### config.mk
export PLATFORM = sky130hd
export DESIGN_NAME = adcf_frame_ctrl
export DESIGN_NICKNAME = d
export VERILOG_FILES = /design/src/core/adcf_pkg.sv /design/src/core/adcf_frame_ctrl.sv
export SDC_FILE = /design/constraint.sdc
export NUM_CORES = 1
export LEC_CHECK = 0
export BUFFER_PORTS_ARGS = -buffer_cell sky130_fd_sc_hd__buf_2
export CORE_UTILIZATION = 35
export DETAILED_ROUTE_END_ITERATION = 6
export SETUP_SLACK_MARGIN = 0.1
export SLEW_MARGIN = 30
export SYNTH_ARGS = -nofsm -noshare
export SYNTH_HDL_FRONTEND = slang
export SYNTH_SLANG_ARGS = --single-unit
### constraint.sdc
create_clock -name core_clk -period 6.6 [get_ports core_clk]
set_input_delay 0.66 -clock core_clk [delete_from_list [all_inputs] [get_ports core_clk]]
set_output_delay 0.66 -clock core_clk [all_outputs]
set_load 0.02 [all_outputs]
### src/core/adcf_pkg.sv
// constants, mode codes and state record of the serial frame controller
// assumes one core clock; the serial link pins arrive asynchronously
package adcf_pkg;

    localparam int unsigned CONV_EDGES  = 16;
    localparam int unsigned CTRL_BITS   = 8;
    localparam int unsigned HOLD_FALL   = 4;
    localparam int unsigned CHAN_MSB    = 5;
    localparam int unsigned CHAN_LSB    = 3;
    localparam int unsigned RES_BITS    = 12;
    localparam int unsigned OUT_BITS    = 16;
    localparam int unsigned FIFO_DEPTH  = 8;

    localparam logic [4:0] CNT_IDLE     = 5'h00;
    localparam logic [4:0] CNT_FIRST    = 5'h01;
    localparam logic [4:0] CNT_HOLD     = 5'h04;
    localparam logic [4:0] CNT_CTRL     = 5'h08;
    localparam logic [4:0] CNT_LAST     = 5'h10;
    localparam logic [2:0] CHAN_RESET   = 3'h0;
    localparam logic [7:0] CTRL_RESET   = 8'h00;
    localparam logic [1:0] SYNC_CS_RST  = 2'h3;
    localparam logic [1:0] SYNC_LO_RST  = 2'h0;
    localparam logic [3:0] LEAD_ZEROS   = 4'h0;

    // gray order along power-down, track, hold
    typedef enum logic [1:0] {
        MODE_DOWN  = 2'h0,
        MODE_TRACK = 2'h1,
        MODE_HOLD  = 2'h3
    } adcf_mode_t;

    typedef struct packed {
        logic [1:0]  csSync;
        logic [1:0]  sclkSync;
        logic [1:0]  dinSync;
        logic        iclkPrev;
        logic [4:0]  fallCnt;
        logic [4:0]  riseCnt;
        logic [7:0]  shiftIn;
        logic [7:0]  ctrlWord;
        logic [2:0]  pendChan;
        logic [2:0]  chan;
        logic [15:0] shiftOut;
        adcf_mode_t  mode;
        logic        doutOe;
        logic        ctrlStrobe;
        logic        sampleStrobe;
        logic        underrun;
    } adcf_state_t;

    typedef struct packed {
        logic        valid;
        logic [11:0] data;
    } adcf_result_t;

endpackage

### src/core/adcf_frame_ctrl.sv
// serial frame, conversion sequencing and result buffer of the converter
// assumes core_clk well above the serial clock; pins are asynchronous

module adcf_fifo #(
    parameter int unsigned WIDTH = adcf_pkg::RES_BITS,
    parameter int unsigned DEPTH = adcf_pkg::FIFO_DEPTH
) (
    input  wire logic             core_clk,
    input  wire logic             rstn,
    input  wire logic [WIDTH-1:0] wrData,
    input  wire logic             wrValid,
    output logic                  wrReady,
    output logic [WIDTH-1:0]      rdData,
    output logic                  rdValid,
    input  wire logic             rdReady
);
    localparam int unsigned AW = (DEPTH > 1) ? $clog2(DEPTH) : 1;
    localparam int unsigned CW = $clog2(DEPTH + 1);
    localparam logic [CW-1:0] FULL_CNT = CW'(DEPTH);
    localparam logic [AW-1:0] LAST_PTR = AW'(DEPTH - 1);

    typedef struct packed {
        logic [AW-1:0] wrPtr;
        logic [AW-1:0] rdPtr;
        logic [CW-1:0] count;
        logic          wrReady;
        logic          rdValid;
    } adcf_fifo_state_t;

    adcf_fifo_state_t r;
    adcf_fifo_state_t s;
    logic [WIDTH-1:0] mem [DEPTH];
    logic             push;
    logic             pop;

    function automatic logic [AW-1:0] bump(input logic [AW-1:0] p);
        bump = (p == LAST_PTR) ? '0 : p + AW'(1);
    endfunction

    assign push    = wrValid & r.wrReady;
    assign pop     = rdReady & r.rdValid;
    assign wrReady = r.wrReady;
    assign rdValid = r.rdValid;
    assign rdData  = mem[r.rdPtr];

    always_comb begin
        s = r;
        if (push) begin
            s.wrPtr = bump(r.wrPtr);
        end
        if (pop) begin
            s.rdPtr = bump(r.rdPtr);
        end
        case ({push, pop})
            2'b10:   s.count = r.count + CW'(1);
            2'b01:   s.count = r.count - CW'(1);
            default: s.count = r.count;
        endcase
        s.wrReady = (s.count != FULL_CNT);
        s.rdValid = (s.count != '0);
    end

    always_ff @(posedge core_clk or negedge rstn) begin
        if (!rstn) begin
            r <= '{wrPtr: '0, rdPtr: '0, count: '0,
                   wrReady: 1'b1, rdValid: 1'b0};
        end else begin
            r <= s;
        end
    end

    always_ff @(posedge core_clk) begin
        if (push) begin
            mem[r.wrPtr] <= wrData;
        end
    end

endmodule // adcf_fifo

// What this block does
// - retrack on each first fall, hold on 4th fall
// - serial clock gated off while select high
// - select fall gives first falling edge if clock low
// - clock high at select fall: wait first fall
// - capture input on first eight rises per conversion
// - received channel code applies to next conversion
// - simultaneous falls: next rise is first capture
// - channel code in bits 5..3, rest ignored
// - code 0 first input, binary order to eighth
// - result is unsigned straight binary, 12 bits
// - down while select high; while low, powered from first to 16th fall
// - power down from 16th fall to next first
// - 16 cycles per conversion, back to back
// - output driven only while select low
// - track three cycles, then shift result MSB first
module adcf_frame_ctrl #(
    parameter int unsigned FIFO_DEPTH = adcf_pkg::FIFO_DEPTH
) (
    input  wire logic          core_clk,
    input  wire logic          rstn,
    input  wire logic          csN,
    input  wire logic          sclk,
    input  wire logic          din,
    input  wire logic [11:0]   resData,
    input  wire logic          resValid,
    output logic               resReady,
    output logic               dout,
    output logic               doutOe,
    output adcf_pkg::adcf_mode_t mode,
    output logic [2:0]         chanSel,
    output logic [7:0]         ctrlWord,
    output logic               ctrlStrobe,
    output logic               sampleStrobe,
    output logic               underrun
);
    adcf_pkg::adcf_state_t  r;
    adcf_pkg::adcf_state_t  s;
    adcf_pkg::adcf_result_t head;
    logic                   popReq;
    logic                   csHigh;
    logic                   iclk;
    logic                   fallE;
    logic                   riseE;
    logic [4:0]             nFall;
    logic [4:0]             nRise;
    logic [7:0]             nWord;

    // one step of a 16-edge group; idle or full count restarts at one
    function automatic logic [4:0] stepCnt(input logic [4:0] c);
        if (c == adcf_pkg::CNT_IDLE || c == adcf_pkg::CNT_LAST) begin
            stepCnt = adcf_pkg::CNT_FIRST;
        end else begin
            stepCnt = c + 5'h01;
        end
    endfunction

    // mode after a fall event with new count n; code 2'h2 is never
    // reached along the gray path, so it falls back to power-down
    function automatic adcf_pkg::adcf_mode_t nextMode(
        input adcf_pkg::adcf_mode_t m,
        input logic [4:0]           n
    );
        nextMode = m;
        unique case (m)
            adcf_pkg::MODE_DOWN: begin
                if (n == adcf_pkg::CNT_FIRST) begin
                    nextMode = adcf_pkg::MODE_TRACK;
                end
            end
            adcf_pkg::MODE_TRACK: begin
                if (n == adcf_pkg::CNT_HOLD) begin
                    nextMode = adcf_pkg::MODE_HOLD;
                end
            end
            adcf_pkg::MODE_HOLD: begin
                if (n == adcf_pkg::CNT_LAST) begin
                    nextMode = adcf_pkg::MODE_DOWN;
                end else if (n == adcf_pkg::CNT_FIRST) begin
                    nextMode = adcf_pkg::MODE_TRACK;
                end
            end
            default: begin
                nextMode = adcf_pkg::MODE_DOWN;
            end
        endcase
    endfunction

    adcf_fifo #(
        .WIDTH (adcf_pkg::RES_BITS),
        .DEPTH (FIFO_DEPTH)
    ) u_fifo (
        .core_clk (core_clk),
        .rstn     (rstn),
        .wrData   (resData),
        .wrValid  (resValid),
        .wrReady  (resReady),
        .rdData   (head.data),
        .rdValid  (head.valid),
        .rdReady  (popReq)
    );

    // internal clock is held high while select is high, so no edges
    // reach the counters a low clock at select fall turns the
    // select fall into the first falling edge a high one waits
    // for the clock's own fall
    assign csHigh = r.csSync[1];
    assign iclk   = r.sclkSync[1] | csHigh;
    assign fallE  = r.iclkPrev & ~iclk;
    assign riseE  = ~r.iclkPrev & iclk & ~csHigh;
    assign nFall  = stepCnt(r.fallCnt);
    assign nRise  = stepCnt(r.riseCnt);
    assign nWord  = {r.shiftIn[6:0], r.dinSync[1]};
    assign popReq = fallE & (nFall == adcf_pkg::CNT_FIRST);

    always_comb begin
        s              = r;
        s.csSync       = {r.csSync[0], csN};
        s.sclkSync     = {r.sclkSync[0], sclk};
        s.dinSync      = {r.dinSync[0], din};
        s.iclkPrev     = iclk;
        s.ctrlStrobe   = 1'b0;
        s.sampleStrobe = 1'b0;
        s.underrun     = 1'b0;
        s.doutOe       = ~csHigh;
        if (csHigh) begin
            s.fallCnt  = adcf_pkg::CNT_IDLE;
            s.riseCnt  = adcf_pkg::CNT_IDLE;
            s.mode     = adcf_pkg::MODE_DOWN;
            s.shiftOut = '0;
        end else begin
            if (fallE) begin
                s.fallCnt = nFall;
                s.mode    = nextMode(r.mode, nFall);
                if (nFall == adcf_pkg::CNT_FIRST) begin
                    // new conversion starts, back to back in a frame
                    s.chan = r.pendChan;
                    if (head.valid) begin
                        s.shiftOut = {adcf_pkg::LEAD_ZEROS,
                                      head.data};
                    end else begin
                        s.shiftOut = '0;
                        s.underrun = 1'b1;
                    end
                end else begin
                    s.shiftOut = {r.shiftOut[14:0], 1'b0};
                    if (nFall == adcf_pkg::CNT_HOLD) begin
                        s.sampleStrobe = 1'b1;
                    end
                end
            end
            if (riseE) begin
                // counting starts at the first rise after the frame's
                // first internal fall, also when both fall together
                s.riseCnt = nRise;
                if (nRise <= adcf_pkg::CNT_CTRL) begin
                    s.shiftIn = nWord;
                end
                if (nRise == adcf_pkg::CNT_CTRL) begin
                    s.ctrlWord   = nWord;
                    s.ctrlStrobe = 1'b1;
                    s.pendChan   = nWord[adcf_pkg::CHAN_MSB:
                                         adcf_pkg::CHAN_LSB];
                end
            end
        end
    end

    always_ff @(posedge core_clk or negedge rstn) begin
        if (!rstn) begin
            r <= '{csSync:       adcf_pkg::SYNC_CS_RST,
                   sclkSync:     adcf_pkg::SYNC_LO_RST,
                   dinSync:      adcf_pkg::SYNC_LO_RST,
                   iclkPrev:     1'b1,
                   fallCnt:      adcf_pkg::CNT_IDLE,
                   riseCnt:      adcf_pkg::CNT_IDLE,
                   shiftIn:      adcf_pkg::CTRL_RESET,
                   ctrlWord:     adcf_pkg::CTRL_RESET,
                   pendChan:     adcf_pkg::CHAN_RESET,
                   chan:         adcf_pkg::CHAN_RESET,
                   shiftOut:     '0,
                   mode:         adcf_pkg::MODE_DOWN,
                   doutOe:       1'b0,
                   ctrlStrobe:   1'b0,
                   sampleStrobe: 1'b0,
                   underrun:     1'b0};
        end else begin
            r <= s;
        end
    end

    assign dout         = r.shiftOut[adcf_pkg::OUT_BITS-1];
    assign doutOe       = r.doutOe;
    assign mode         = r.mode;
    assign chanSel      = r.chan;
    assign ctrlWord     = r.ctrlWord;
    assign ctrlStrobe   = r.ctrlStrobe;
    assign sampleStrobe = r.sampleStrobe;
    assign underrun     = r.underrun;

endmodule // adcf_frame_ctrl

==> flow_metrics.py, run 1 <==
metrics = {
    "logic_synthesis": {
        "yosys.area.top_type": "edfxtp_1",
        "synth_edf_count": 96,
        "synth_flop_cell": "edfxtp_1",
        "async_flop_share_pct": 41.82,
        "ys_seq_elements": 165,
        "synth_cells": 429,
        "yosysTopAreaCellShare_pct": 42.28,
        "synth_common_cells": "edfxtp_1, dfrtp_1, mux4_2, mux2_2, o21ai_0",
        "synth_area_leaders": "edfxtp_1, dfrtp_1, mux4_2",
        "ys_seq_area_share_pct": 67.68,
        "synthesis.area_sq_um": 6818,
        "yosysUniqueCellTypes": 46,
        "yosysWarnings": 0,
        "yosys.cell_count.top_type": "edfxtp_1",
        "synth.avg_cell_area_sq_um": 15.89,
        "synth_nets": 459,
    },
    "worst_setup_path": {
        "crit_end": "u_fifo.wrReady$_DFF_PN1_",
        "ff2ff_path_depth": 11,
        "critPathArrivalTime_ns": 3.83,
        "cpMostUsedCell": "ha_1",
        "timing.rr.end": "u_fifo.wrReady$_DFF_PN1_",
        "slowest_delay_ns": 0.46,
        "path_class": "reg2reg",
        "cp-startpoint": "r[49]$_DFFE_PN0P_",
        "slowest_stage": "a21oi_1",
        "crit_chain": "ha_1 > nor2b_1 > a21oi_1 > and2_1 > nand4_2 > inv_1 > ha_1 > nor4_1 > nand4_1 > and4_1 > o221ai_1",
        "cp_top_family": "simple AND/OR/NAND/NOR gates",
        "crit_required_ns": 6.93,
        "r2r_slack_ns": 3.10,
        "worst_setup_path_end_kind": "flip-flop",
        "critPathLaunchType": "flip-flop",
        "critPathBufInv": 1,
        "crit_cells": 11,
        "r2r-start": "r[49]$_DFFE_PN0P_",
        "cp_max_fo": 17,
    },
    "cts": {
        "clockBufferDepth": 2,
        "clk_pin_slew_ns": 0.07,
        "htreeDepth": 4,
        "cts.sinks": 165,
        "cts_setup_buffers": 0,
        "cts-buffers-inserted": 17,
        "cts_tree": "yes",
        "cts_resized": 0,
        "clock_latency_ns": 0.42,
        "ctsHoldBuffers": 0,
        "cts_root_buf": "clkbuf_16",
    },
    "sta": {
        "slew_headroom_pct": 45.37,
        "holdWs_ns": 0.3325,
        "setup_viol": 0,
        "fmax_ghz": 0.2854,
        "tightest_slew_ns": 0.8194,
        "period_share_pct": 53.09,
        "fin_skew_ns": 0.008469,
        "fin_tns_setup_ns": 0,
        "slew_violations": 0,
        "finalCriticalPeriod_ns": 3.504,
        "finalHoldViolCount": 0,
        "rsz0062_at_grt": "false",
    },
    "drt": {
        "drt-vias-per-instance": 4.966,
        "drtAntennaViolNets": 0,
        "routedWlPerCell_um": 16.48,
        "drt_iter0_markers": 234,
        "drcViolationCount": 0,
        "wl_um": 12190,
        "num_vias": 3675,
        "drt_pass1_iterations": 4,
    },
    "floorplan": {
        "die_w_um": 141.6,
        "die-area_sq_um": 20040,
        "io_pins": 37,
        "num_rows": 50,
        "initial_core_util_pct": 36.09,
        "coreArea_sq_um": 18890,
        "die_y_um": 141.6,
    },
    "final_layout": {
        "area_growth_pct": 15.47,
        "fillers": 1731,
        "postLayoutCoreUtil_pct": 41.67,
        "drive_above_1_share_pct": 28.81,
        "multi_input_area_sq_um": 2014,
        "nets": 496,
        "regArea_sq_um": 4614,
    },
    "placed_design": {
        "globalplace.congestion": 0.8427,
        "hpwl_um": 7529,
        "io_buffers": 36,
    },
    "power": {
        "p_comb_share_pct": 20.5,
        "leakage_nw": 3.024,
        "total_power_w": 0.002999,
        "switchingPower_w": 0.0008667,
        "clkPwrFrac_pct": 33.8,
        "cellInternalPower_w": 0.002133,
        "cellPowerDensity_nw_per_um2": 381.0,
        "max-vdd-ir-drop_uv": 200.5,
        "sw_frac_of_total_pct": 28.90,
        "power_frac_seq_pct": 45.7,
    },
    "global_routing": {
        "overflow": 0,
        "grt_pass1_vias": 3736,
        "antenna_found_initial": 1,
        "grt_pass1_wl_um": 19750,
        "grt_max_degree": 70,
        "track_usage_pct": 13.21,
    },
    "min_path": {
        "hold_class": "in2async",
    },
    "status": {
        "status": "complete, no violations",
    },
    "job": {
        "max_cap_viol_count": 0,
    },
}
==> power groups by stage <==
stage	Clock (W)	Sequential (W)	Combinational, W
global route	0.00108	0.00139	0.000684
CTS	0.00104	0.00137	0.000633
global placement	0	0.00138	0.000614
detailed placement	0	0.00139	0.000631
floorplan	0	0.00134	0.000478
finish	0.00101	0.00137	0.000615
==> placed cells by master (no fill, tap or decap), drive strengths merged, types with 4 or more instances in the layout <==
master,Yosys,final
a21oi,14,14
a22o,4,4
a22oi,11,11
buf,20,48
clkbuf,10,17
dfrtp,65,65
dfstp,4,4
edfxtp,96,96
ha,12,12
inv,8,17
mux2,21,21
mux2i,15,15
mux4,24,24
nand2,18,18
nand2b,9,9
nand3,8,8
nand4,4,4
nor2,8,8
nor2b,4,4
nor3,14,14
o21ai,22,22
or3,5,5
xor2,4,4
==> worst reg2reg max path, cell delays in order, from the launching register on <==
cell and delay, ns:
dfrtp_1 0.43, ha_1 0.25, nor2b_1 0.13, a21oi_1 0.46
and2_1 0.32, nand4_2 0.37, inv_1 0.15, ha_1 0.33
nor4_1 0.32, nand4_1 0.21, and4_1 0.26, o221ai_1 0.20
==> cell type report <==
cell class / instances / area share (%)
Tap cell: 260 / 4.132
Sequential cell: 165 / 58.61
Antenna cell: 1 / 0.03179
Timing Repair Buffer: 48 / 3.481
Clock buffer: 17 / 5.404
Inverter: 8 / 0.3814
Clock inverter: 15 / 2.368
Multi-Input combinational cell: 226 / 25.59
==> sequential cells by signal (all words and copies together), names as in the netlist, 2 cells and up <==
name / cells
u_fifo.mem: 96
u_fifo.r: 10
r: 30
nWord: 8
chanSel: 3
mode: 2
ctrlWord: 8
==> cell families (layout without fill, tap and decap cells) <==
logic type / count (synthesis) / in the layout / synth area share, %
compound gates: 67 / 67 / 6.258
other cells: 0 / 1 / 0
flops: 165 / 165 / 67.68
fa+ha+maj: 12 / 12 / 2.202
xor+xnor: 6 / 6 / 0.7708
buf+inv: 38 / 88 / 2.955
simple gates: 81 / 81 / 6.533
mux: 60 / 60 / 13.60
==> metrics by stage <==
step,instance area [sq um],setup slack (ns),std cells
global placement,7248,3.307,707
detailed placement,7254,3.130,707
floorplan,6818,3.490,429
finish,7873,3.096,740
global route,7870,2.802,739
CTS,7866,3.091,739
==> worst min path at each step <==
stage | start | to | depth (start not counted)
after CTS | csN | r[59]$_DFF_PN1_ | 1
after floorplan | r[55]$_DFF_PN0_ | nWord[0]$_DFF_PN0_ | 0
after global routing | csN | r[59]$_DFF_PN1_ | 1
after detailed placement | r[57]$_DFF_PN0_ | r[58]$_DFF_PN0_ | 0
final | rstn | u_fifo.rdValid$_DFF_PN0_ | 2
after global placement | r[55]$_DFF_PN0_ | nWord[0]$_DFF_PN0_ | 0
==> layer usage <==
| layer | routed length (um) | vias to the layer above | GRT usage, % |
|---|---|---|---|
| li1 | - | 1721 | - |
| met1 | 5546 | 1885 | 16.57 |
| met2 | 6089 | 60 | 22.01 |
| met3 | 441 | 9 | 3.847 |
| met4 | 116 | 0 | 4.244 |
| met5 | 0 | - | 0 |
Power figures use the tool's default switching activity.
==> inputs of run 2 (changes only) <==
Clock period 6.6 ns to 3 ns, I/O delays scaled along.
==> flow_metrics.py, run 2 (same netlist as run 1, synthesis figures left out) <==
metrics = {
    "placed_design": {
        "hpwl_um": 7950,
        "placed_cell_area_sq_um": 7323,
        "io_buffers": 36,
        "globalplace.congestion": 0.8809,
        "place_inst": 714,
    },
    "min_path": {
        "holdPathEnd": "u_fifo.mem[0][2]$_DFFE_PP_",
        "hold_class": "in2reg",
        "min_from": "resData[2]",
        "hold_depth": 1,
    },
    "final_layout": {
        "largest-register": "u_fifo.mem",
        "antenna_cells": 0,
        "postLayoutCoreUtil_pct": 42.67,
        "final_common_cell": "edfxtp_1",
        "fillers": 1712,
        "largest_reg_flops": 96,
        "area_growth_pct": 18.24,
        "drive_above_1_share_pct": 32.86,
        "nets": 510,
        "layout_common_cells": "edfxtp_1, dfrtp_1, buf_2, mux4_2, buf_4",
        "final_cell_count_no_fill": 753,
        "fin_area_sq_um": 8061,
        "top_regs": "u_fifo.mem x96, r x30, u_fifo.r x10",
    },
    "drt": {
        "drt-vias-per-instance": 4.969,
        "drt_pass1_iterations": 4,
        "drt_iter0_markers": 311,
        "wl_um": 12540,
        "drcViolationCount": 0,
        "num_vias": 3742,
        "drtAntennaViolNets": 0,
        "routedWlPerCell_um": 16.66,
    },
    "sta": {
        "tightest_slew_ns": 0.7663,
        "rsz0062_at_grt": "false",
        "holdWs_ns": 0.1393,
        "setup_viol": 0,
        "fin_skew_ns": 0.01288,
        "fin_tns_setup_ns": 0,
        "finalCriticalPeriod_ns": 2.782,
        "finalHoldViolCount": 0,
        "fmax_ghz": 0.3594,
        "slew_headroom_pct": 48.73,
        "period_share_pct": 92.74,
        "slew_violations": 0,
    },
    "floorplan": {
        "num_rows": 50,
        "die-area_sq_um": 20040,
        "initial_core_util_pct": 36.09,
        "die_w_um": 141.6,
        "die_y_um": 141.6,
        "coreArea_sq_um": 18890,
        "io_pins": 37,
    },
    "worst_setup_path": {
        "cp_top_family": "simple AND/OR/NAND/NOR gates",
        "cp-startpoint": "r[49]$_DFFE_PN0P_",
        "slowest_stage": "dfrtp_2",
        "critPathLaunchType": "flip-flop",
        "r2r_slack_ns": 0.22,
        "slowest_delay_ns": 0.44,
        "worst_setup_path_end_kind": "flip-flop",
        "crit_chain": "ha_1 > nor2b_1 > a21oi_4 > and2_4 > nand4_4 > inv_1 > ha_1 > nor4_2 > nand4_1 > and4_1 > o221ai_1",
        "r2r-start": "r[49]$_DFFE_PN0P_",
        "critPathArrivalTime_ns": 3.12,
        "timing.rr.end": "u_fifo.wrReady$_DFF_PN1_",
        "ff2ff_path_depth": 11,
        "cp_max_fo": 6,
        "crit_required_ns": 3.34,
        "critPathBufInv": 1,
        "path_class": "reg2reg",
        "cpMostUsedCell": "ha_1",
    },
    "cts": {
        "clock_latency_ns": 0.43,
        "htreeDepth": 4,
        "cts_tree": "yes",
        "cts.sinks": 165,
        "clockBufferDepth": 2,
        "clk_pin_slew_ns": 0.07,
        "cts-buffers-inserted": 17,
        "cts_root_buf": "clkbuf_16",
    },
    "status": {
        "status": "complete, no violations",
    },
    "job": {
        "max_cap_viol_count": 0,
    },
    "power": {
        "leakage_nw": 3.073,
        "cellPowerDensity_nw_per_um2": 810.7,
        "max-vdd-ir-drop_uv": 461.4,
    },
    "global_routing": {
        "antenna_found_initial": 0,
        "track_usage_pct": 13.55,
        "grt_pass1_wl_um": 20290,
        "grt_max_degree": 31,
        "overflow": 0,
        "grt_pass1_vias": 3976,
    },
}
run 2: cell types whose count changed in the layout (fill, tap and decap cells not counted), moves of 2 or more:
| cell | delta |
|---|---|
| buf_4 | +11 |
| a21oi_1 | -4 |
| dlygate4sd3_1 | +4 |
| clkinvlp_4 | +3 |
| a21oi_2 | +2 |
| a21oi_4 | +2 |
| bufinv_16 | -2 |
| clkinv_8 | +2 |
| inv_6 | -2 |
run 2: cell type report:
| type | count | area (sq um) | share of cell area [%] |
|---|---|---|---|
| Clock buffer | 17 | 425.4 | 5.277 |
| Clock inverter | 15 | 158.9 | 1.971 |
| Inverter | 8 | 30.03 | 0.3725 |
| Multi-Input combinational cell | 226 | 2121 | 26.31 |
| Sequential cell | 165 | 4616 | 57.26 |
| Tap cell | 260 | 325.3 | 4.035 |
| Timing Repair Buffer | 62 | 385.4 | 4.780 |
run 2: how the worst max path moves through the flow:
stage                                     endpoint  depth (start not counted)
after floorplan           u_fifo.wrReady$_DFF_PN1_                         13
after global placement    u_fifo.rdValid$_DFF_PN0_                         13
after detailed placement  u_fifo.rdValid$_DFF_PN0_                         13
after CTS                 u_fifo.wrReady$_DFF_PN1_                         12
after global routing      u_fifo.wrReady$_DFF_PN1_                         11
final                     u_fifo.wrReady$_DFF_PN1_                         11
run 2: metrics by stage:
stage / setup WS, ns / power [W]
after floorplan: 0.1063 / 0.004020
after global placement: 0.2121 / 0.004409
after detailed placement: 0.004466 / 0.004480
after CTS: 0.1089 / 0.006600
after global routing: 0.05726 / 0.006884
final: 0.2177 / 0.006535
run 2: repair_timing:
item / in CTS / in global routing
buffers inserted: 0 / 3
resized for setup: 3 / 14
hold buffers: 4 / 0
endpoints found under the setup margin: 2 / 3
hold endpoints to repair: 18 / 0
pin swaps: 0 / 6
run 2: power breakdown:
group | leakage (nW) | switching [W] | total, W | internal, W
combinational | 1.03 | 0.000778 | 0.00146 | 0.000686
clock | 0.273 | 0.000987 | 0.00210 | 0.00111
sequential | 1.77 | 0.000199 | 0.00298 | 0.00278
total | 3.07 | 0.00196 | 0.00654 | 0.00457
run 2: metal layers:
metal / part of all wire, % / up-vias / GRT usage [%]
li1: - / 1741 / -
met1: 43 / 1900 / 16.43
met2: 51 / 84 / 22.82
met3: 4.3 / 17 / 3.814
met4: 1.7 / 0 / 5.433
met5: 0 / - / 0
==> inputs of run 3 (changes only) <==
Settings changed: BUFFER_PORTS_ARGS -buffer_cell sky130_fd_sc_hd__buf_2 to -buffer_cell sky130_fd_sc_hd__clkbuf_2, CTS_CLUSTER_SIZE set to 20.
==> flow_metrics.py, run 3 (same netlist as run 1, synthesis figures left out) <==
metrics = {
    "status": {
        "status": "finished, violations left",
        "violations": "negative hold slack",
    },
    "floorplan": {
        "io_pins": 37,
        "die-area_sq_um": 20040,
        "die_y_um": 141.6,
        "num_rows": 50,
        "die_w_um": 141.6,
        "coreArea_sq_um": 18890,
        "initial_core_util_pct": 36.09,
    },
    "placed_design": {
        "hpwl_um": 7754,
        "io_buffers": 36,
        "place_inst": 714,
        "globalplace.congestion": 0.8037,
    },
    "cts": {
        "cts-buffers-inserted": 17,
        "cts.sinks": 165,
        "clk_pin_slew_ns": 0.06,
        "clockBufferDepth": 2,
        "cts_root_buf": "clkbuf_16",
        "htreeDepth": 4,
        "cts_tree": "yes",
        "clock_latency_ns": 0.43,
    },
    "min_path": {
        "hold_class": "in2async",
    },
    "sta": {
        "finalCriticalPeriod_ns": 2.803,
        "tightest_slew_ns": 0.6691,
        "finalHoldViolCount": 31,
        "fin_skew_ns": 0.008653,
        "setup_viol": 0,
        "fmax_ghz": 0.3568,
        "slew_headroom_pct": 55.40,
        "holdWs_ns": -0.05101,
        "slew_violations": 0,
        "period_share_pct": 93.43,
        "fin_tns_setup_ns": 0,
        "rsz0062_at_grt": "false",
    },
    "global_routing": {
        "track_usage_pct": 13.45,
        "grt_pass1_vias": 3895,
        "grt_pass1_wl_um": 20150,
        "grt_max_degree": 70,
        "overflow": 0,
        "antenna_found_initial": 0,
    },
    "worst_setup_path": {
        "crit_required_ns": 3.34,
        "ff2ff_path_depth": 11,
        "path_class": "reg2reg",
        "timing.rr.end": "u_fifo.wrReady$_DFF_PN1_",
        "r2r-start": "r[49]$_DFFE_PN0P_",
        "r2r_slack_ns": 0.20,
        "cp_max_fo": 4,
        "critPathArrivalTime_ns": 3.14,
        "critPathLaunchType": "flip-flop",
        "worst_setup_path_end_kind": "flip-flop",
    },
    "drt": {
        "routedWlPerCell_um": 16.45,
        "drtAntennaViolNets": 0,
        "num_vias": 3726,
        "drcViolationCount": 0,
        "drt_pass1_iterations": 5,
        "drt-vias-per-instance": 4.948,
        "wl_um": 12380,
        "drt_iter0_markers": 227,
    },
    "power": {
        "sw_frac_of_total_pct": 29.09,
        "max-vdd-ir-drop_uv": 445.6,
        "switchingPower_w": 0.001903,
        "total_power_w": 0.006541,
        "p_comb_share_pct": 22.1,
        "power_frac_seq_pct": 45.4,
        "cellPowerDensity_nw_per_um2": 812.4,
        "leakage_nw": 3.074,
        "clkPwrFrac_pct": 32.5,
        "cellInternalPower_w": 0.004638,
    },
    "final_layout": {
        "top_regs": "u_fifo.mem x96, r x30, u_fifo.r x10",
        "area_growth_pct": 18.10,
        "fillers": 1729,
        "final_common_cell": "edfxtp_1",
        "largest_reg_flops": 96,
        "final_cell_count_no_fill": 753,
        "drive_above_1_share_pct": 31.85,
        "layout_common_cells": "edfxtp_1, dfrtp_1, clkbuf_2, mux4_2, buf_4",
        "nets": 510,
        "antenna_cells": 0,
        "largest-register": "u_fifo.mem",
    },
    "job": {
        "max_cap_viol_count": 0,
    },
}
## run 3: changes by cell type in the layout (fill, tap and decap cells not counted), sizes merged
| cell | before | now |
|---|---|---|
| clkinv | 4 | 5 |
| inv | 15 | 14 |
| clkinvlp | 4 | 2 |
| buf | 58 | 24 |
| dlygate4sd3 | 4 | 3 |
| clkbuf | 17 | 53 |
| bufinv | 0 | 1 |
## run 3: critical path, cell delays in order (launching register included)
cell      delay [ns]
dfrtp_1         0.41
ha_1            0.25
nand2_1         0.15
mux2i_4         0.33
o21a_4          0.20
nand4_4         0.10
inv_1           0.07
ha_1            0.24
nor4_2          0.30
nand4_1         0.21
and4_1          0.25
o221ai_1        0.20
## run 3: layout make-up
type	count	area, sq um	area share (%)
Multi-Input combinational cell	226	2102	26.11
Timing Repair Buffer	62	386.6	4.802
Clock inverter	14	163.9	2.036
Inverter	8	30.03	0.3730
Tap cell	260	325.3	4.040
Clock buffer	18	429.2	5.330
Sequential cell	165	4614	57.31
## run 3: worst max-delay path by stage
stage / slack (ns) / to / cells past startpoint / start
after floorplan: 0.11 / u_fifo.wrReady$_DFF_PN1_ / 13 / r[49]$_DFFE_PN0P_
after global placement: 0.23 / u_fifo.rdValid$_DFF_PN0_ / 13 / r[49]$_DFFE_PN0P_
after detailed placement: 0.06 / u_fifo.rdValid$_DFF_PN0_ / 13 / r[49]$_DFFE_PN0P_
after CTS: 0.11 / u_fifo.rdValid$_DFF_PN0_ / 13 / r[49]$_DFFE_PN0P_
after global routing: 0.07 / u_fifo.wrReady$_DFF_PN1_ / 11 / r[49]$_DFFE_PN0P_
final: 0.20 / u_fifo.wrReady$_DFF_PN1_ / 11 / r[49]$_DFFE_PN0P_
## run 3: layer usage
metal | share of wire [%] | vias to the layer above | wire (um) | track usage, %
li1 | - | 1744 | - | -
met1 | 45 | 1884 | 5633 | 17.36
met2 | 49 | 83 | 6107 | 21.73
met3 | 3.6 | 15 | 440 | 3.274
met4 | 1.6 | 0 | 203 | 5.603
met5 | 0 | - | 0 | 0
## run 3: power groups by stage
stage                     Combinational [W]  Sequential [W]  Clock (W)
after global routing                0.00160         0.00302    0.00227
after floorplan                     0.00106         0.00296          0
final                               0.00144         0.00297    0.00213
after global placement              0.00142         0.00300          0
after detailed placement            0.00146         0.00301          0
after CTS                           0.00147         0.00297    0.00220
## run 3: repair_timing
item                       in CTS  in global routing
hold buffers                    3                  0
hold endpoints to repair        3                  0
buffers inserted                0                  4
setup endpoints to repair       2                  3
resized for setup               1                 10
pin swaps                       0                  4
cloned                          0                  0
## run 3: stage by stage
step	area [sq um]	utilization, %	worst slack, ns
2_1_floorplan	6850	-	0.1063
6_report	8051	42.62	0.1970
4_1_cts	7954	42.10	0.1109
5_1_grt	8051	42.62	0.06729
3_5_place_dp	7327	38.78	0.05508
3_3_place_gp	7323	38.76	0.2261
